File: config.mk
export PLATFORM = sky130hd
export DESIGN_NAME = khmbx_top
export DESIGN_NICKNAME = d
export VERILOG_FILES = /design/src/include/khmbx_pkg.sv /design/src/hdl/khmbx_top.sv
export SDC_FILE = /design/constraint.sdc
export NUM_CORES = 1
export LEC_CHECK = 0
export CAP_MARGIN = 0
export CELL_PAD_IN_SITES_DETAIL_PLACEMENT = 1
export CELL_PAD_IN_SITES_GLOBAL_PLACEMENT = 2
export CORE_ASPECT_RATIO = 1.5
export CORE_MARGIN = 2
export CORE_UTILIZATION = 31
export CTS_BUF_LIST = sky130_fd_sc_hd__clkbuf_4 sky130_fd_sc_hd__clkbuf_8
export CTS_CLUSTER_SIZE = 28
export DETAILED_ROUTE_END_ITERATION = 12
export DONT_BUFFER_PORTS = 1
export GPL_TIMING_DRIVEN = 0
export PLACE_DENSITY_LB_ADDON = 0.1
export SLEW_MARGIN = 20
export SYNTH_ARGS = -nofsm -noshare
export SYNTH_HDL_FRONTEND = slang
export SYNTH_SLANG_ARGS = --single-unit
File: constraint.sdc
create_clock -name CLK -period 2.6 [get_ports CLK]
set_input_delay 0.39 -clock CLK [delete_from_list [all_inputs] [get_ports CLK]]
set_output_delay 0.39 -clock CLK [all_outputs]
set_load 0.005 [all_outputs]
File: src/include/khmbx_pkg.sv
// Purpose: Shared constants and types for the keyboard host mailbox
// Assumes: Host I/O addresses compared on the low byte only
// Notes: Status bit layout fixed; user bits 2 and 4-7 owned by the core
package khmbx_pkg;
   localparam logic [7:0] HOST_DATA_ADDR = 8'h60;
   localparam logic [7:0] HOST_CMD_ADDR = 8'h64;
   localparam int ST_OBF = 0;
   localparam int ST_IBF = 1;
   localparam int ST_CD = 3;
   localparam logic [7:0] STATUS_RST = 8'h00;
   localparam logic [7:0] USER_MASK = 8'hF4;
   localparam logic [7:0] BYTE_RST = 8'h00;
   localparam int CLK_PERIOD_NS = 40;
   localparam int HOLD_NS = 500;
   localparam int HOLD_CLK_MIN = 6;
   localparam int HOLD_CYC_CALC = (HOLD_NS + CLK_PERIOD_NS - 1) / CLK_PERIOD_NS;
   localparam int HOLD_CYC = (HOLD_CYC_CALC > HOLD_CLK_MIN) ? HOLD_CYC_CALC
                                                          : HOLD_CLK_MIN;
   localparam int NPINS = 3;
   localparam logic [3:0] CNT_ZERO = 4'h0;

   typedef struct packed {
      logic wr;
      logic rd;
      logic [7:0] addr;
      logic [7:0] wdata;
   } khmbx_host_req_t;

   typedef struct packed {
      logic wr_out;
      logic rd_in;
      logic st_wr;
      logic [7:0] wdata;
   } khmbx_cpu_req_t;
endpackage : khmbx_pkg

File: src/hdl/khmbx_top.sv
// Purpose: Host/core byte mailbox with status, IRQ gating and port pins
// Assumes: Host and core strobes are one-cycle pulses on CLK
// Notes: Port pins are split into output and output enable
// How it works
// - Host address 60 is data, 64 is command write and status read.
// - Host data write stores byte, clears command flag, sets input full.
// - Host command write stores byte, sets command flag, sets input full.
// - In flags mode host data read clears output full and keyboard irq.
// - Core write to output buffer sets output full, status bit 0.
// - Status bit 3 marks input byte as command (1) or data (0).
// - Flags mode: keyboard irq is output full gated by its port bit.
// - Keyboard irq is zero after reset.
// - Without flags mode keyboard irq follows its port bit.
// - Flags mode: mouse irq is inverted input full gated by port bit.
// - Without flags mode mouse irq follows its port bit.
// - Gate A20 output driven from a core-controlled port bit.
// - Push-pull mode: port one drives high briefly, releases after HOLD_CYCLES clocks (13 by default).
// - Open drain mode: one tristates, zero drives low.
// - Legacy pins are never inputs nor inverted in this mode.
// - Status cleared on reset, host read-only, core writes user bits.
// - Core read of input buffer clears input full flag.
// - Status: bit0 output full, bit1 input full, bit3 command flag.
`timescale 1ns/1ns
module khmbx_top
   import khmbx_pkg::*;
#(
   parameter int HOLD_CYCLES = HOLD_CYC
) (
   input wire logic CLK,
   input wire logic NRST,
   input wire logic CE,
   input wire khmbx_pkg::khmbx_host_req_t HOST_REQ,
   output logic [7:0] HOST_RDATA,
   input wire khmbx_pkg::khmbx_cpu_req_t CPU_REQ,
   output logic [7:0] CPU_IN_DATA,
   output logic [7:0] CPU_STATUS,
   input wire logic FLAGS_EN,
   input wire logic KBD_IRQ_GATE_BIT,
   input wire logic MOUSE_IRQ_GATE_BIT,
   input wire logic GATE_A20_PORT_BIT,
   input wire logic [NPINS-1:0] LEGACY_PORT_VAL,
   input wire logic OPEN_DRAIN,
   output logic KEYBOARD_INTERRUPT_OUT,
   output logic MOUSE_INTERRUPT_OUT,
   output logic GATE_A20,
   output logic [NPINS-1:0] LEGACY_PIN_O,
   output logic [NPINS-1:0] LEGACY_PIN_OE
);
   import khmbx_pkg::*;

   // ---------------------------------------------------------------
   // Mailbox registers
   // ---------------------------------------------------------------
   logic [7:0] in_buf_q, in_buf_d;
   logic [7:0] out_buf_q, out_buf_d;
   logic [7:0] status_q, status_d;
   logic [7:0] rdata_q, rdata_d;
   logic host_dwr, host_cwr, host_drd, host_srd;

   function automatic logic hit(input logic [7:0] a, input logic [7:0] m);
      hit = (a == m);
   endfunction : hit

   assign host_dwr = HOST_REQ.wr
      && hit(HOST_REQ.addr, HOST_DATA_ADDR);
   assign host_cwr = HOST_REQ.wr
      && hit(HOST_REQ.addr, HOST_CMD_ADDR);
   assign host_drd = HOST_REQ.rd
      && hit(HOST_REQ.addr, HOST_DATA_ADDR);
   assign host_srd = HOST_REQ.rd
      && hit(HOST_REQ.addr, HOST_CMD_ADDR);

   always_comb begin
      in_buf_d = in_buf_q;
      out_buf_d = out_buf_q;
      status_d = status_q;
      rdata_d = rdata_q;
      // User bits first so hardware flag updates below take priority
      if (CPU_REQ.st_wr) begin
         status_d = (status_q & ~USER_MASK)
            | (CPU_REQ.wdata & USER_MASK);
      end
      if (CPU_REQ.rd_in) begin
         status_d[ST_IBF] = 1'b0;
      end
      // Host read clears, core write sets: set wins in the same cycle
      if (host_drd && FLAGS_EN) begin
         status_d[ST_OBF] = 1'b0;
      end
      if (CPU_REQ.wr_out) begin
         out_buf_d = CPU_REQ.wdata;
         status_d[ST_OBF] = 1'b1;
      end
      if (host_dwr) begin
         in_buf_d = HOST_REQ.wdata;
         status_d[ST_CD] = 1'b0;
         status_d[ST_IBF] = 1'b1;
      end else if (host_cwr) begin
         in_buf_d = HOST_REQ.wdata;
         status_d[ST_CD] = 1'b1;
         status_d[ST_IBF] = 1'b1;
      end
      if (host_drd) begin
         rdata_d = out_buf_q;
      end else if (host_srd) begin
         rdata_d = status_q;
      end
   end

   always_ff @(posedge CLK) begin
      if (!NRST) begin
         in_buf_q <= BYTE_RST;
         out_buf_q <= BYTE_RST;
         status_q <= STATUS_RST;
         rdata_q <= BYTE_RST;
      end else if (CE) begin
         in_buf_q <= in_buf_d;
         out_buf_q <= out_buf_d;
         status_q <= status_d;
         rdata_q <= rdata_d;
      end
   end

   assign HOST_RDATA = rdata_q;
   assign CPU_IN_DATA = in_buf_q;
   assign CPU_STATUS = status_q;

   // ---------------------------------------------------------------
   // Interrupt and gate outputs
   // ---------------------------------------------------------------
   logic keyboard_interrupt_out_q, keyboard_interrupt_out_d, mouse_interrupt_out_q, mouse_interrupt_out_d, a20_q, a20_d;

   always_comb begin
      if (FLAGS_EN) begin
         keyboard_interrupt_out_d = KBD_IRQ_GATE_BIT & status_d[ST_OBF];
         mouse_interrupt_out_d = MOUSE_IRQ_GATE_BIT & ~status_d[ST_IBF];
      end else begin
         keyboard_interrupt_out_d = KBD_IRQ_GATE_BIT;
         mouse_interrupt_out_d = MOUSE_IRQ_GATE_BIT;
      end
      a20_d = GATE_A20_PORT_BIT;
   end

   always_ff @(posedge CLK) begin
      if (!NRST) begin
         keyboard_interrupt_out_q <= 1'b0;
         mouse_interrupt_out_q <= 1'b0;
         a20_q <= 1'b0;
      end else if (CE) begin
         keyboard_interrupt_out_q <= keyboard_interrupt_out_d;
         mouse_interrupt_out_q <= mouse_interrupt_out_d;
         a20_q <= a20_d;
      end
   end

   assign KEYBOARD_INTERRUPT_OUT = keyboard_interrupt_out_q;
   assign MOUSE_INTERRUPT_OUT = mouse_interrupt_out_q;
   assign GATE_A20 = a20_q;

   // ---------------------------------------------------------------
   // Legacy port pins
   // ---------------------------------------------------------------
   // Pins are output only here; no input or invert path exists at all
   logic [NPINS-1:0] pin_o_q, pin_o_d, pin_oe_q, pin_oe_d, val_q;
   logic [3:0] cnt_q [NPINS];
   logic [3:0] cnt_d [NPINS];
   localparam logic [3:0] HOLD_LD = 4'(HOLD_CYCLES);

   always_comb begin
      for (int i = 0; i < NPINS; i++) begin
         cnt_d[i] = cnt_q[i];
         pin_o_d[i] = 1'b0;
         pin_oe_d[i] = 1'b1;
         if (!LEGACY_PORT_VAL[i]) begin
            cnt_d[i] = CNT_ZERO;
            pin_oe_d[i] = 1'b1;
         end else if (OPEN_DRAIN) begin
            cnt_d[i] = CNT_ZERO;
            pin_oe_d[i] = 1'b0;
         end else begin
            // Low-to-high edge starts the active pull-up window
            if (!val_q[i]) begin
               cnt_d[i] = HOLD_LD;
            end else if (cnt_q[i] != CNT_ZERO) begin
               cnt_d[i] = cnt_q[i] - 4'h1;
            end
            pin_o_d[i] = 1'b1;
            pin_oe_d[i] = (cnt_d[i] != CNT_ZERO);
         end
      end
   end

   always_ff @(posedge CLK) begin
      if (!NRST) begin
         pin_o_q <= '0;
         pin_oe_q <= '1;
         val_q <= '0;
         for (int i = 0; i < NPINS; i++) begin
            cnt_q[i] <= CNT_ZERO;
         end
      end else if (CE) begin
         pin_o_q <= pin_o_d;
         pin_oe_q <= pin_oe_d;
         val_q <= LEGACY_PORT_VAL;
         for (int i = 0; i < NPINS; i++) begin
            cnt_q[i] <= cnt_d[i];
         end
      end
   end

   assign LEGACY_PIN_O = pin_o_q;
   assign LEGACY_PIN_OE = pin_oe_q;

   // ---------------------------------------------------------------
   // Checks
   // ---------------------------------------------------------------
   property p_data_wr;
      @(posedge CLK) disable iff (!NRST)
      (CE && host_dwr) |=> (status_q[ST_IBF] && !status_q[ST_CD]);
   endproperty
   a_data_wr: assert property (p_data_wr)
      else $error("data write flags");

   property p_cmd_wr;
      @(posedge CLK) disable iff (!NRST)
      (CE && host_cwr && !host_dwr) |=> (status_q[ST_IBF] && status_q[ST_CD]);
   endproperty
   a_cmd_wr: assert property (p_cmd_wr)
      else $error("cmd write flags");

   property p_obf_set;
      @(posedge CLK) disable iff (!NRST)
      (CE && CPU_REQ.wr_out)
         |=> (status_q[ST_OBF] && out_buf_q == $past(CPU_REQ.wdata));
   endproperty
   a_obf_set: assert property (p_obf_set)
      else $error("obf not set");

   property p_obf_clr;
      @(posedge CLK) disable iff (!NRST)
      (CE && FLAGS_EN && host_drd && !CPU_REQ.wr_out) |=> !status_q[ST_OBF];
   endproperty
   a_obf_clr: assert property (p_obf_clr)
      else $error("obf not cleared");

   property p_ibf_clr;
      @(posedge CLK) disable iff (!NRST)
      (CE && CPU_REQ.rd_in && !host_dwr && !host_cwr) |=> !status_q[ST_IBF];
   endproperty
   a_ibf_clr: assert property (p_ibf_clr)
      else $error("ibf not cleared");

   property p_keyboard_interrupt_out;
      @(posedge CLK) disable iff (!NRST)
      (CE && FLAGS_EN)
         |=> (keyboard_interrupt_out_q == ($past(KBD_IRQ_GATE_BIT) && status_q[ST_OBF]));
   endproperty
   a_keyboard_interrupt_out: assert property (p_keyboard_interrupt_out)
      else $error("keyboard_interrupt_out gating");

   property p_mouse_interrupt_out;
      @(posedge CLK) disable iff (!NRST)
      (CE && FLAGS_EN)
         |=> (mouse_interrupt_out_q == ($past(MOUSE_IRQ_GATE_BIT) && !status_q[ST_IBF]));
   endproperty
   a_mouse_interrupt_out: assert property (p_mouse_interrupt_out)
      else $error("mouse_interrupt_out gating");

   property p_keyboard_interrupt_out_direct;
      @(posedge CLK) disable iff (!NRST)
      (CE && !FLAGS_EN) |=> (keyboard_interrupt_out_q == $past(KBD_IRQ_GATE_BIT));
   endproperty
   a_keyboard_interrupt_out_direct: assert property (p_keyboard_interrupt_out_direct)
      else $error("keyboard_interrupt_out direct");

   property p_od;
      @(posedge CLK) disable iff (!NRST)
      (CE && OPEN_DRAIN && LEGACY_PORT_VAL[0]) |=> !LEGACY_PIN_OE[0];
   endproperty
   a_od: assert property (p_od)
      else $error("open drain drives");

   property p_low;
      @(posedge CLK) disable iff (!NRST)
      (CE && !LEGACY_PORT_VAL[0]) |=> (LEGACY_PIN_OE[0] && !LEGACY_PIN_O[0]);
   endproperty
   a_low: assert property (p_low)
      else $error("pin not low");

   property p_mouse_interrupt_out_direct;
      @(posedge CLK) disable iff (!NRST)
      (CE && !FLAGS_EN) |=> (mouse_interrupt_out_q == $past(MOUSE_IRQ_GATE_BIT));
   endproperty
   a_mouse_interrupt_out_direct: assert property (p_mouse_interrupt_out_direct)
      else $error("mouse_interrupt_out direct");

   property p_a20;
      @(posedge CLK) disable iff (!NRST)
      CE |=> (a20_q == $past(GATE_A20_PORT_BIT));
   endproperty
   a_a20: assert property (p_a20)
      else $error("gate a20 follow");

   property p_keyboard_interrupt_out_rst;
      @(posedge CLK)
      !NRST |=> !keyboard_interrupt_out_q;
   endproperty
   a_keyboard_interrupt_out_rst: assert property (p_keyboard_interrupt_out_rst)
      else $error("keyboard_interrupt_out after reset");

   property p_status_rst;
      @(posedge CLK)
      !NRST |=> (status_q == STATUS_RST);
   endproperty
   a_status_rst: assert property (p_status_rst)
      else $error("status after reset");

   property p_status_rd;
      @(posedge CLK) disable iff (!NRST)
      (CE && host_srd) |=> (HOST_RDATA == $past(status_q));
   endproperty
   a_status_rd: assert property (p_status_rd)
      else $error("status read data");

   property p_pp_hold;
      @(posedge CLK) disable iff (!NRST)
      (CE && !OPEN_DRAIN && LEGACY_PORT_VAL[0] && !val_q[0])
         |=> (LEGACY_PIN_OE[0] && LEGACY_PIN_O[0]);
   endproperty
   a_pp_hold: assert property (p_pp_hold)
      else $error("push pull not driving high");
endmodule : khmbx_top

==> results.sh <==
export IMPL_hold_start="CPU_REQ[4]"
export IMPL_syn_avg_cell_area_um2=9.25
export IMPL_worstSetupPathType="flip-flop to flip-flop"
export IMPL_cts_tree="yes"
export IMPL_cts_max_level=2
export IMPL_hold_path_depth=2
export IMPL_gp_congestion=0.737
export IMPL_synth_area_mm2=0.00259
export IMPL_max_stage_delay_ns=0.45
export IMPL_die_h_um=116
export IMPL_postSynthCellCount=280
export IMPL_skew_ns=0.00975
export IMPL_period_share_pct=75.1
export IMPL_cts_buffers=5
export IMPL_port_buffers=0
export IMPL_synth_nets=323
export IMPL_drtIter0Drc=71
export IMPL_routed_via_density=5.29
export IMPL_die_w_um=78.7
export IMPL_clock_path_buffers=2
export IMPL_synthArstFlopShare_pct=0
export IMPL_firstDrtPassIters=4
export IMPL_crit_path_top_delay_cell="edfxtp_1"
export IMPL_fin_crit_ns=1.95
export IMPL_nets=330
export IMPL_holdPathEnd="out_buf_q[4]$_SDFFE_PN0P_"
export IMPL_grt_pass1_wl_um=12000
export IMPL_drv_slew=0
export IMPL_yosysWarnings=0
export IMPL_cts_num_sinks=56
export IMPL_worst_hold_path_type="input pin to flip-flop"
export IMPL_drc=0
export IMPL_synth_edf_count=12
export IMPL_die_area_mm2=0.00912
export IMPL_cts_hold_fix_buffers=0
export IMPL_routedWlPerCell_um=18.8
export IMPL_antenna_found_initial=0
export IMPL_ys_ff_latch=56
export IMPL_post_cts_buffers=0
export IMPL_ys_seq_area_share_pct=47.9
export IMPL_synth_main_ff_cell="dfxtp_1"
export IMPL_drive_gt1_share_pct=3.83
export IMPL_place_ws_ns=0.523
export IMPL_core_mm2=0.00806
export IMPL_clkTransAtPathRegs_ns=0.10
export IMPL_post_route_worst_setup_slack_ns=0.647
export IMPL_reg2reg_slack_ns=0.65
export IMPL_boundaryPins=73
export IMPL_area_growth_pct=8.31
export IMPL_hold_violations=0
export IMPL_cts_root_buffer_cell="clkbuf_8"
export IMPL_diodes=0
export IMPL_cap_violations=0
export IMPL_setup_viol=0
export IMPL_fillers=980
export IMPL_cp_arrival_ns=2.16
export IMPL_reg2regPathDepth=6
export IMPL_tns_ns=0
export IMPL_required_ns=2.80
export IMPL_rsz0062_at_grt="no"
export IMPL_rows=40
export IMPL_peakVddDrop_mv=0.260
export IMPL_first_global_vias=2262
export IMPL_r2r_start="cnt_q[0][8]$_SDFFCE_PP0P_"
export IMPL_fmax_ghz=0.512
export IMPL_worst_pin_slew_ns=0.664
export IMPL_powerDensity_mw_per_mm2=567
export IMPL_ctsResizeCount=0
export IMPL_grt_start_max_net_pins=16
export IMPL_vias=2072
export IMPL_leakage_nw=1.07
export IMPL_status="finished clean"
export IMPL_ant_nets=0
export IMPL_path_cells="inv_1 > ha_1 > or3b_1 > or2_0 > a221oi_1 > a21oi_1"
export IMPL_grt_usage_pct=17.1
export IMPL_initial_utilization_pct=32.2
export IMPL_start_kind="flip-flop"
export IMPL_clock_latency_ns=0.31
export IMPL_path_max_fanout=6
export IMPL_hpwl_um=5540
export IMPL_wl_um=7390
export IMPL_r2r_end="LEGACY_PIN_OE[2]$_SDFFE_PN1P_"
export IMPL_overflow=0
export IMPL_critPathCaptureType="flip-flop"
export IMPL_ys_types=49
export IMPL_max_slew_margin_rel_pct=55.1
## flip-flops by register name (all words and copies together) (netlist names), 3 cells and up
name           count
LEGACY_PIN_O       3
CPU_STATUS         8
out_buf_q          8
CPU_IN_DATA        8
LEGACY_PIN_OE      3
val_q              3
HOST_RDATA         8
cnt_q             12
## synthesized netlist by cell type (4+ instances only)
cell / number / area (µm²)
dfxtp_1: 44 / 881
nand2_1: 38 / 143
nand3_1: 29 / 145
a21oi_1: 14 / 70.1
nor2b_1: 14 / 87.6
a21boi_1: 13 / 97.6
edfxtp_1: 12 / 360
inv_1: 11 / 41.3
mux2i_1: 11 / 110
clkbuf_1: 10 / 37.5
nand2b_1: 7 / 43.8
o221ai_1: 7 / 61.3
o21ai_0: 6 / 30.0
nand3b_1: 5 / 37.5
nor3_1: 5 / 25.0
xnor2_1: 5 / 43.8
nor2_1: 4 / 15.0
## per-layer routing
metal	vias to the layer above	GRT usage, %	wire, µm
li1	1013	-	-
met1	1001	18.4	2850
met2	51	31.0	3810
met3	7	6.62	642
met4	0	4.91	85
met5	-	0	0
## how the worst max path moves through the flow
| stage | start | end | slack [ns] | cells after the start |
|---|---|---|---|---|
| 2_1_floorplan | HOST_REQ[9] | HOST_RDATA[0]$_SDFFE_PN0P_ | 0.79 | 4 |
| 3_3_place_gp | HOST_REQ[9] | HOST_RDATA[0]$_SDFFE_PN0P_ | 0.53 | 4 |
| 3_5_place_dp | HOST_REQ[9] | HOST_RDATA[0]$_SDFFE_PN0P_ | 0.52 | 4 |
| 4_1_cts | cnt_q[0][8]$_SDFFCE_PP0P_ | LEGACY_PIN_OE[2]$_SDFFE_PN1P_ | 0.63 | 6 |
| 5_1_grt | cnt_q[0][8]$_SDFFCE_PP0P_ | LEGACY_PIN_OE[2]$_SDFFE_PN1P_ | 0.52 | 6 |
| 6_report | cnt_q[0][8]$_SDFFCE_PP0P_ | LEGACY_PIN_OE[2]$_SDFFE_PN1P_ | 0.65 | 6 |
## critical path, delay by kind of cell (launching register included)
kind                     cells  cell delay, ns
AND/OR/NAND/NOR              2            0.69
flip-flops                   1            0.45
AO/OA/AOI/OAI                2            0.38
adder cells (fa/ha/maj)      1            0.24
buffers and inverters        1            0.08
## cell families (layout without fill, tap and decap cells)
kind of cell,count (synthesis),count (layout),synth area share (%)
and+or+nand+nor,123,123,25.7
AOI/OAI and AO/OA,57,57,15.0
DFF,56,56,47.9
buffers and inverters,24,31,3.57
muxes,12,12,4.68
xor gates and xnor gates,5,5,1.69
adders and majority gates,3,3,1.45
## stage by stage
stage               hold WS (ns)  cell area, µm²  utilization (%)  std cells  power (W)
detailed placement         0.450            2720             33.8        385    0.00113
CTS                        0.213            2810             34.8        392    0.00163
finish                     0.230            2810             34.8        392    0.00159
global placement           0.443            2720             33.8        385    0.00113
floorplan                  0.433            2590                -        280    0.00108
global route               0.213            2810             34.8        392    0.00167
## area by class of cell
cell class	count	area, µm²	share of cell area [%]
inverters	11	41.3	1.47
clock buffers	7	83.8	2.99
multi-input cells	200	1260	44.8
well taps	105	131	4.68
flip-flops and latches	56	1240	44.2
plain buffers	13	51.3	1.83
## report_power, final
group / leakage [nW] / total, W / switching [W] / internal (W)
clock: 0.0452 / 0.000486 / 0.000279 / 0.000208
sequential: 0.492 / 0.000953 / 0.0000335 / 0.000919
combinational: 0.538 / 0.000152 / 0.0000886 / 0.0000637
## placed cells by master (no fill, tap or decap), drive strengths merged, types with 2 or more instances in the layout
cell and count:
nand3 29, nor2b 14, o221ai 7, or3b 2, o21ai 7, nand2b 7, a22oi 2, a31oi 3
a21oi 14, ha 3, dfxtp 44, nor3 6, edfxtp 12, nand3b 5, mux2i 11, nor3b 3
xnor2 5, inv 11, buf 3, or3 3, nor2 4, nand2 38, a21boi 15, or2 3
clkbuf 17, or4 2
Power figures use the tool's default switching activity.
